### config.mk
export PLATFORM = sky130hd
export DESIGN_NAME = step_rate_ramp_scaling
export DESIGN_NICKNAME = d
export VERILOG_FILES = /design/src/step_rate_pkg.sv /design/src/step_rate_ramp_scaling.sv
export VERILOG_INCLUDE_DIRS = /design/src
export SDC_FILE = /design/constraint.sdc
export NUM_CORES = 1
export LEC_CHECK = 0
export BUFFER_PORTS_ARGS = -buffer_cell sky130_fd_sc_hd__buf_2
export CAP_MARGIN = 10
export CELL_PAD_IN_SITES_DETAIL_PLACEMENT = 0
export CELL_PAD_IN_SITES_GLOBAL_PLACEMENT = 1
export CORE_ASPECT_RATIO = 0.7
export CORE_MARGIN = 2
export CORE_UTILIZATION = 37
export CTS_CLUSTER_SIZE = 14
export DETAILED_ROUTE_END_ITERATION = 6
export PLACE_DENSITY_LB_ADDON = 0.1
export SLEW_MARGIN = 15
export SYNTH_ARGS = -nofsm -noshare
export SYNTH_HDL_FRONTEND = slang
export SYNTH_SLANG_ARGS = --single-unit
### constraint.sdc
create_clock -name core_clk_i -period 13.2 [get_ports core_clk_i]
set_input_delay 2.64 -clock core_clk_i [delete_from_list [all_inputs] [get_ports core_clk_i]]
set_output_delay 2.64 -clock core_clk_i [all_outputs]
set_load 0.01 [all_outputs]
### src/step_rate_map.svh
`ifndef STEP_RATE_MAP_SVH
`define STEP_RATE_MAP_SVH

// register byte offsets
`define OFS_CTRL        8'h00
`define OFS_VEL         8'h04
`define OFS_ACCEL       8'h08
`define OFS_PDIV        8'h0C
`define OFS_RDIV        8'h10
`define OFS_MSTEP       8'h14
`define OFS_TARGET      8'h18
`define OFS_ACT_VEL     8'h1C
`define OFS_POS         8'h20
`define OFS_LIMITS      8'h24
`define OFS_STATUS      8'h28

// control and limits register fields
`define CTRL_START_BIT  0
`define CTRL_MODE_BIT   1
`define CTRL_STOP_BIT   2
`define LIM_HI_LSB      16

// value ranges and reset values
`define VEL_MAX         12'sh7FF
`define VEL_MIN         12'sh801
`define ACC_MAX         11'h7FF
`define PDIV_MAX        4'hD
`define RDIV_MAX        4'hD
`define MSTEP_MAX       4'h8
`define MSTEP_RST       4'h8
`define PDIV_RST        4'h0
`define RDIV_RST        4'h0

// scaling exponents: 2048 * 32 = 2^16, ramp 29 - 16 = 13
`define VEL_FRAC_BITS   5'h10
`define RAMP_BASE_BITS  5'h0D
`define LIM_LO_OFS      6'sh01
`define LIM_HI_OFS      6'sh0C

// reference rate generation
`define REF_KHZ         16000
`define CLK_KHZ         25000

`endif

### src/step_rate_pkg.sv
package step_rate_pkg;

  typedef enum logic {
    mode_velocity,
    mode_position
  } move_mode_t;

  typedef enum logic [1:0] {
    st_idle,
    st_run,
    st_stop
  } motion_state_t;

  typedef struct packed {
    move_mode_t         mode;
    logic signed [11:0] vel;
    logic [10:0]        accel;
    logic [3:0]         pdiv;
    logic [3:0]         rdiv;
    logic [3:0]         mstep_exp;
  } cfg_t;

endpackage : step_rate_pkg

### src/step_rate_ramp_scaling.sv
// Behaviour
// - velocity is signed, -2047 to 2047
// - microstep rate 16e6*v / (2^pdiv*2048*32)
// - pulse prescale 0..13, shared by ramp
// - fullstep rate is microstep rate / 2^exp
// - acceleration is unsigned, 0 to 2047
// - accel 16e6^2*a / 2^(rdiv+pdiv+29)
// - positioning accel bounded by divisor difference
// - positioning upper accel bound capped at 2047
// - velocity mode uses full accel range
// - microstep exponent resets to 8
`timescale 1ns/10ps
`default_nettype none
`include "step_rate_map.svh"

module step_rate_ramp_scaling (
  input  wire logic        core_clk_i,
  input  wire logic        srst_i,
  input  wire logic [7:0]  addr_i,
  input  wire logic [31:0] wdata_i,
  input  wire logic        wr_i,
  input  wire logic        rd_i,
  output var  logic [31:0] rdata_o,
  output var  logic        step_o,
  output var  logic        dir_o,
  output var  logic        fullstep_o,
  output var  logic        busy_o
);

  step_rate_pkg::cfg_t          cfg;
  step_rate_pkg::motion_state_t state;
  logic signed [31:0]           target;
  logic signed [31:0]           pos;
  logic signed [11:0]           v_act;
  logic [15:0]                  ref_acc;
  logic                         ref_tick;
  logic [29:0]                  vel_acc;
  logic [26:0]                  ramp_acc;
  logic                         ramp_carry;
  logic [10:0]                  acc_lo;
  logic [10:0]                  acc_hi;
  logic [10:0]                  acc_eff;
  logic signed [11:0]           v_goal;
  logic [11:0]                  v_mag;
  logic [29:0]                  vel_thr;
  logic [26:0]                  ramp_thr;
  logic [30:0]                  next_vel_acc;
  logic [27:0]                  next_ramp_acc;
  logic                         at_target;
  logic signed [31:0]           next_pos;
  logic [31:0]                  mstep_mask;

  // 2^e - dec, saturating at the 11-bit accel range
  function automatic logic [10:0] pow2_lim(input logic signed [5:0] e, input logic dec);
    logic [11:0] p;
    p = 12'h000;
    if (e < 6'sh00)
      pow2_lim = 11'h000;
    else if (e >= 6'sh0B)
      pow2_lim = `ACC_MAX;
    else
    begin
      p = 12'h001 << e[3:0];
      pow2_lim = p[10:0] - {10'h000, dec};
    end
  endfunction : pow2_lim

  function automatic logic [11:0] abs12(input logic signed [11:0] v);
    abs12 = v[11] ? 12'(-v) : 12'(v);
  endfunction : abs12

  // 16 MHz reference tick from the 25 MHz core clock
  always_ff @(posedge core_clk_i)
  begin
    if (srst_i)
    begin
      ref_acc  <= 16'h0000;
      ref_tick <= 1'b0;
    end
    else if ({1'b0, ref_acc} + 17'(`REF_KHZ) >= 17'(`CLK_KHZ))
    begin
      ref_acc  <= 16'({1'b0, ref_acc} + 17'(`REF_KHZ) - 17'(`CLK_KHZ));
      ref_tick <= 1'b1;
    end
    else
    begin
      ref_acc  <= 16'({1'b0, ref_acc} + 17'(`REF_KHZ));
      ref_tick <= 1'b0;
    end
  end

  // configuration writes
  always_ff @(posedge core_clk_i)
  begin
    if (srst_i)
    begin
      cfg.mode      <= step_rate_pkg::mode_velocity;
      cfg.vel       <= 12'sh000;
      cfg.accel     <= 11'h000;
      cfg.pdiv      <= `PDIV_RST;
      cfg.rdiv      <= `RDIV_RST;
      cfg.mstep_exp <= `MSTEP_RST;
      target        <= 32'sh00000000;
    end
    else if (wr_i)
    begin
      case (addr_i)
        `OFS_CTRL:
          cfg.mode <= step_rate_pkg::move_mode_t'(wdata_i[`CTRL_MODE_BIT]);
        `OFS_VEL:
          cfg.vel <= ($signed(wdata_i[11:0]) < `VEL_MIN) ? `VEL_MIN
                                                         : $signed(wdata_i[11:0]);
        `OFS_ACCEL:
          cfg.accel <= wdata_i[10:0];
        `OFS_PDIV:
          cfg.pdiv <= (wdata_i[3:0] > `PDIV_MAX) ? `PDIV_MAX : wdata_i[3:0];
        `OFS_RDIV:
          cfg.rdiv <= (wdata_i[3:0] > `RDIV_MAX) ? `RDIV_MAX : wdata_i[3:0];
        `OFS_MSTEP:
          cfg.mstep_exp <= (wdata_i[3:0] > `MSTEP_MAX) ? `MSTEP_MAX : wdata_i[3:0];
        `OFS_TARGET:
          target <= $signed(wdata_i);
        default:
          ;
      endcase
    end
  end

  // positioning accel window from divisor difference
  always_comb
  begin
    acc_lo = pow2_lim(6'($signed({2'b00, cfg.rdiv}) - $signed({2'b00, cfg.pdiv})
                        - `LIM_LO_OFS), 1'b0);
    acc_hi = pow2_lim(6'($signed({2'b00, cfg.rdiv}) - $signed({2'b00, cfg.pdiv})
                        + `LIM_HI_OFS), 1'b1);
    if (cfg.mode == step_rate_pkg::mode_velocity)
      acc_eff = cfg.accel;
    else if (cfg.accel < acc_lo)
      acc_eff = acc_lo;
    else if (cfg.accel > acc_hi)
      acc_eff = acc_hi;
    else
      acc_eff = cfg.accel;
  end

  // velocity goal
  always_comb
  begin
    at_target = (pos == target);
    v_goal    = 12'sh000;
    if (state == step_rate_pkg::st_run)
    begin
      if (cfg.mode == step_rate_pkg::mode_velocity)
        v_goal = cfg.vel;
      else if (!at_target)
        v_goal = (target > pos) ? $signed(abs12(cfg.vel)) : -$signed(abs12(cfg.vel));
    end
  end

  // motion state
  always_ff @(posedge core_clk_i)
  begin
    if (srst_i)
      state <= step_rate_pkg::st_idle;
    else if (wr_i && addr_i == `OFS_CTRL && wdata_i[`CTRL_STOP_BIT])
      state <= step_rate_pkg::st_stop;
    else if (wr_i && addr_i == `OFS_CTRL && wdata_i[`CTRL_START_BIT])
      state <= step_rate_pkg::st_run;
    else
    begin
      case (state)
        step_rate_pkg::st_idle:
          ;
        step_rate_pkg::st_run:
          if (cfg.mode == step_rate_pkg::mode_position && at_target)
            state <= step_rate_pkg::st_idle;
        step_rate_pkg::st_stop:
          if (v_act == 12'sh000)
            state <= step_rate_pkg::st_idle;
        default:
          state <= step_rate_pkg::st_idle;
      endcase
    end
  end

  // ramp: one velocity unit per 2^(rdiv+13) accel units at 16 MHz
  always_comb
  begin
    ramp_thr      = 27'h0000001 << (`RAMP_BASE_BITS + 5'(cfg.rdiv));
    next_ramp_acc = {1'b0, ramp_acc} + {17'h00000, acc_eff};
  end

  always_ff @(posedge core_clk_i)
  begin
    if (srst_i)
    begin
      ramp_acc   <= 27'h0000000;
      ramp_carry <= 1'b0;
    end
    else if (ref_tick && next_ramp_acc >= {1'b0, ramp_thr})
    begin
      ramp_acc   <= 27'(next_ramp_acc - {1'b0, ramp_thr});
      ramp_carry <= 1'b1;
    end
    else
    begin
      ramp_acc   <= ref_tick ? 27'(next_ramp_acc) : ramp_acc;
      ramp_carry <= 1'b0;
    end
  end

  always_ff @(posedge core_clk_i)
  begin
    if (srst_i)
      v_act <= 12'sh000;
    else if (cfg.mode == step_rate_pkg::mode_position && at_target
             && state == step_rate_pkg::st_run)
      v_act <= 12'sh000;
    else if (ramp_carry && v_act < v_goal)
      v_act <= v_act + 12'sh001;
    else if (ramp_carry && v_act > v_goal)
      v_act <= v_act - 12'sh001;
  end

  // step generation: overflow at 2^(pdiv+16) per 16 MHz tick
  always_comb
  begin
    v_mag        = abs12(v_act);
    vel_thr      = 30'h00000001 << (`VEL_FRAC_BITS + 5'(cfg.pdiv));
    next_vel_acc = {1'b0, vel_acc} + {19'h00000, v_mag};
    next_pos     = v_act[11] ? pos - 32'sh00000001 : pos + 32'sh00000001;
    mstep_mask   = (32'h00000001 << cfg.mstep_exp) - 32'h00000001;
  end

  always_ff @(posedge core_clk_i)
  begin
    if (srst_i)
    begin
      vel_acc    <= 30'h00000000;
      step_o     <= 1'b0;
      fullstep_o <= 1'b0;
      pos        <= 32'sh00000000;
    end
    else if (ref_tick && v_mag != 12'h000 && next_vel_acc >= {1'b0, vel_thr})
    begin
      vel_acc    <= 30'(next_vel_acc - {1'b0, vel_thr});
      step_o     <= 1'b1;
      pos        <= next_pos;
      fullstep_o <= (next_pos & mstep_mask) == 32'h00000000;
    end
    else
    begin
      vel_acc    <= ref_tick ? 30'(next_vel_acc) : vel_acc;
      step_o     <= 1'b0;
      fullstep_o <= 1'b0;
    end
  end

  // direction held while stopped
  always_ff @(posedge core_clk_i)
  begin
    if (srst_i)
      dir_o <= 1'b0;
    else if (v_act != 12'sh000)
      dir_o <= v_act[11];
  end

  always_ff @(posedge core_clk_i)
  begin
    if (srst_i)
      busy_o <= 1'b0;
    else
      busy_o <= (state != step_rate_pkg::st_idle) || (v_act != 12'sh000);
  end

  // register read, data one cycle after the strobe
  always_ff @(posedge core_clk_i)
  begin
    if (srst_i)
      rdata_o <= 32'h00000000;
    else if (rd_i)
    begin
      case (addr_i)
        `OFS_CTRL:    rdata_o <= {30'h00000000, cfg.mode, 1'b0};
        `OFS_VEL:     rdata_o <= 32'(cfg.vel);
        `OFS_ACCEL:   rdata_o <= {21'h000000, cfg.accel};
        `OFS_PDIV:    rdata_o <= {28'h0000000, cfg.pdiv};
        `OFS_RDIV:    rdata_o <= {28'h0000000, cfg.rdiv};
        `OFS_MSTEP:   rdata_o <= {28'h0000000, cfg.mstep_exp};
        `OFS_TARGET:  rdata_o <= target;
        `OFS_ACT_VEL: rdata_o <= 32'(v_act);
        `OFS_POS:     rdata_o <= pos;
        `OFS_LIMITS:  rdata_o <= {5'h00, acc_hi, 5'h00, acc_lo};
        `OFS_STATUS:  rdata_o <= {28'h0000000, state, dir_o, busy_o};
        default:      rdata_o <= 32'h00000000;
      endcase
    end
    else
      rdata_o <= 32'h00000000;
  end
endmodule : step_rate_ramp_scaling

`default_nettype wire

==> summary.md <==
| Metric | Value |
|---|---|
| Crit start category | flip-flop |
| Outcome | finished clean |
| # fillers | 5153 |
| CTS Sinks | 222 |
| Setup TNS Final | 0 ns |
| Core footprint | 49700 um2 |
| TritonRoute pass-1 iters | 5 |
| Hold_buf cts | 0 |
| Max-Cap Viols | 0 |
| WL final | 64.9 mm |
| Area Growth Syn to Fin | 10.4% |
| Most used DFF post-synth | dfxtp_1 |
| Die span in x | 273 um |
| WP data arrival | 12.10 ns |
| Total gr overflow | 0 |
| Reg clk slew, reported paths | 0.07 ns |
| Via count | 18300 |
| Syn Std Cell Area | 18700 um2 |
| Die ar. | 52500 um2 |
| Hold Path Sink | vel_acc[26] |
| Register area share after synthesis | 23.7% |
| CTS buffer count | 27 |
| Initial core utilization | 37.7% |
| Net count, final | 2739 |
| CP Capture Type | flip-flop |
| Post-CTS Setup Bufs | 0 |
| FMAX | 0.0855 GHz |
| Post-synth ARST share | 0% |
| CP peak stage delay | 0.73 ns |
| Total power | 4030 uW |
| DR DRC count | 0 |
| Family with the most delay on the worst path | compound AO/OA/AOI/OAI gates |
| Site Rows | 68 |
| Critical R2R Capture | ramp_acc[11] |
| Post-synth EDFFs | 0 |
| Final Hold Fails | 0 |
| Post-Synthesis Cells | 2488 |
| Routed vias/inst | 5.75 |
| Tcrit/Tclk final | 88.6% |
| CTS Buffer Depth | 3 |
| CTS H-Tree Depth | 1 |
| First-pass GRT wire length | 101 mm |
| Max IR drop VDD | 0.183 mV |
| PostCTS Resize Cnt | 0 |
| Share of cells above drive strength 1 | 7.25% |
| CP required | 13.61 ns |
| Vias in the first global route | 17100 |
| Worst-Margin Slew | 1.09 ns |
| Leakage | 0.00844 uW |
| Slew Limit Headroom | 27.0% |
| CTS tree | done |
| RR Startpoint | cfg[9] |
| Hold Startpoint | vel_acc[26] |
| Worst skew pair latency | 0.57 ns |
| Synth Warn # | 0 |
| RSZ-0062 raised after global routing | false |
| CP max stage cell | a21boi_1 |
| Max Slew Vio Count | 0 |
| Ports | 80 |
| Die Ht | 192 um |
| Post-Synthesis Mean Instance Area | 7.53 um2 |
| Hold path cells | 2 |
| Crit Path Category | reg -> reg |
| Buffers on Ports | 79 |
| Post-DRT Antenna Nets | 0 |
| Worst Hold Class | reg -> reg |
| CP bufs+invs | 5 |
| Detailed Route Iter0 Violations | 1730 |
| Critical-path maximum fanout | 22 |
| Register-to-register setup slack | 1.51 ns |
| Per-cell routed wire length | 20.3 um |
| Largest net degree at the start of global routing | 93 |
| Post-route clock skew | 0.0245 ns |
| Routability cong. | 0.907 |
| DP Wirelength | 49.2 mm |
| Synthesized flop and latch total | 222 |
| Unique masters post-synth | 85 |
| Pwr Density | 195 nW/um2 |
| Minimum clock period | 11.69 ns |
| Clock root buffer | clkbuf_16 |
| Path depth of the worst reg2reg path | 46 |
| Setup Viol. Count Final | 0 |
| Most common cell on crit path | ha_1 |
| Total GRT Usage | 24.6% |
| Critical path depth in cells | 46 |
| Initial antenna violation count | 5 |
metrics by stage:
| step | worst slack, ns | cells | utilization (%) | hold WS (ns) | cell area [um2] |
|---|---|---|---|---|---|
| finish | 1.51 | 3190 | 41.6 | 0.480 | 20700 |
| global route | 0.377 | 3189 | 41.6 | 0.503 | 20700 |
| CTS | 1.72 | 3189 | 41.6 | 0.480 | 20700 |
| detailed placement | 1.79 | 3141 | 39.6 | 0.470 | 19700 |
| global placement | 2.02 | 3141 | 39.6 | 0.456 | 19700 |
| floorplan | 3.82 | 2500 | - | 0.445 | 18800 |
logic make-up after synthesis:
group / after synthesis / synth area share [%]
xor+xnor: 162 / 7.57
compound gates: 718 / 25.2
fa+ha+maj: 190 / 12.9
other cells: 2 / 0.0401
buf+inv: 228 / 4.78
simple gates: 906 / 22.5
flops: 222 / 23.7
mux: 60 / 3.23
registers in the layout (all words and copies together) (netlist names), 2 cells and up:
name,count
ref_acc,13
v_act,12
cfg,36
state,2
vel_acc,30
ramp_acc,27
rdata_o,32
pos,32
target,32
routing by layer:
layer / wire length [um] / vias up / GRT usage (%)
li1: - / 9030 / -
met1: 34700 / 8744 / 39.4
met2: 25000 / 514 / 34.4
met3: 4360 / 49 / 3.58
met4: 838 / 2 / 3.87
met5: 12 / - / 0
worst max-delay path by stage:
stage               slack [ns]   start           end
global route              0.38  cfg[9]  ramp_acc[15]
floorplan                 3.82  cfg[9]  ramp_acc[21]
CTS                       1.72  cfg[9]  ramp_acc[12]
detailed placement        1.79  cfg[9]  ramp_acc[12]
global placement          2.02  cfg[9]  ramp_acc[12]
finish                    1.51  cfg[9]  ramp_acc[11]
report_power, final:
part	internal, uW	total [uW]	switching [uW]
logic	915	2230	1310
clock network	529	864	335
registers	771	938	167
total	2220	4030	1810
cell usage in the layout, fill, tap and decap left out, drive strengths merged, types with 18 or more instances in the layout:
master / count
a211oi: 35
a21o: 55
a21oi: 220
a22oi: 51
a31oi: 39
and2: 20
and3: 28
buf: 99
clkbuf: 33
dfxtp: 222
ha: 184
inv: 106
mux2i: 56
nand2: 286
nand2b: 39
nand3: 76
nand4: 28
nor2: 266
nor2b: 27
nor3: 56
nor3b: 18
o211ai: 18
o21a: 25
o21ai: 123
o21bai: 21
xnor2: 106
xor2: 56
synthesized netlist by cell type (8+ instances only):
library cell	n	area share (%)
a211oi_1	35	1.4
a21o_1	55	2.2
a21oi_1	219	5.8
a221oi_1	13	0.61
a222oi_1	11	0.59
a22oi_1	51	2.0
a311oi_1	15	0.70
a31oi_1	39	1.3
and2_1	18	0.60
and3_1	28	0.93
buf_2	8	0.21
clkbuf_1	104	2.1
dfxtp_1	222	24
ha_1	184	12
inv_1	105	2.1
mux2i_1	56	3.0
nand2_1	285	5.7
nand2b_1	39	1.3
nand3_1	76	2.0
nand4_1	28	0.93
nor2_1	266	5.3
nor2b_1	27	0.90
nor3_1	55	1.5
nor3b_1	17	0.68
nor4_1	15	0.50
o211ai_1	18	0.72
o21a_1	25	1.0
o21ai_0	117	3.1
o21bai_1	21	0.84
o31ai_1	12	0.48
or3_1	14	0.47
xnor2_1	106	5.0
xor2_1	56	2.6
worst min-delay path: stages (launching register included):
cell and delay, ns:
dfxtp_1 0.32, nand2_1 0.06, a21oi_1 0.06
area by class of cell:
cell class	instances	area (um2)	area share, %
diodes	1	2.50	0.0121
clock buffers	33	728	3.52
clock inverters	15	270	1.31
inverters	105	394	1.91
multi-input cells	2050	13500	65.1
flip-flops and latches	222	4450	21.5
well taps	665	832	4.02
repair buffers	99	552	2.67
(Power assumes the default switching activity.)
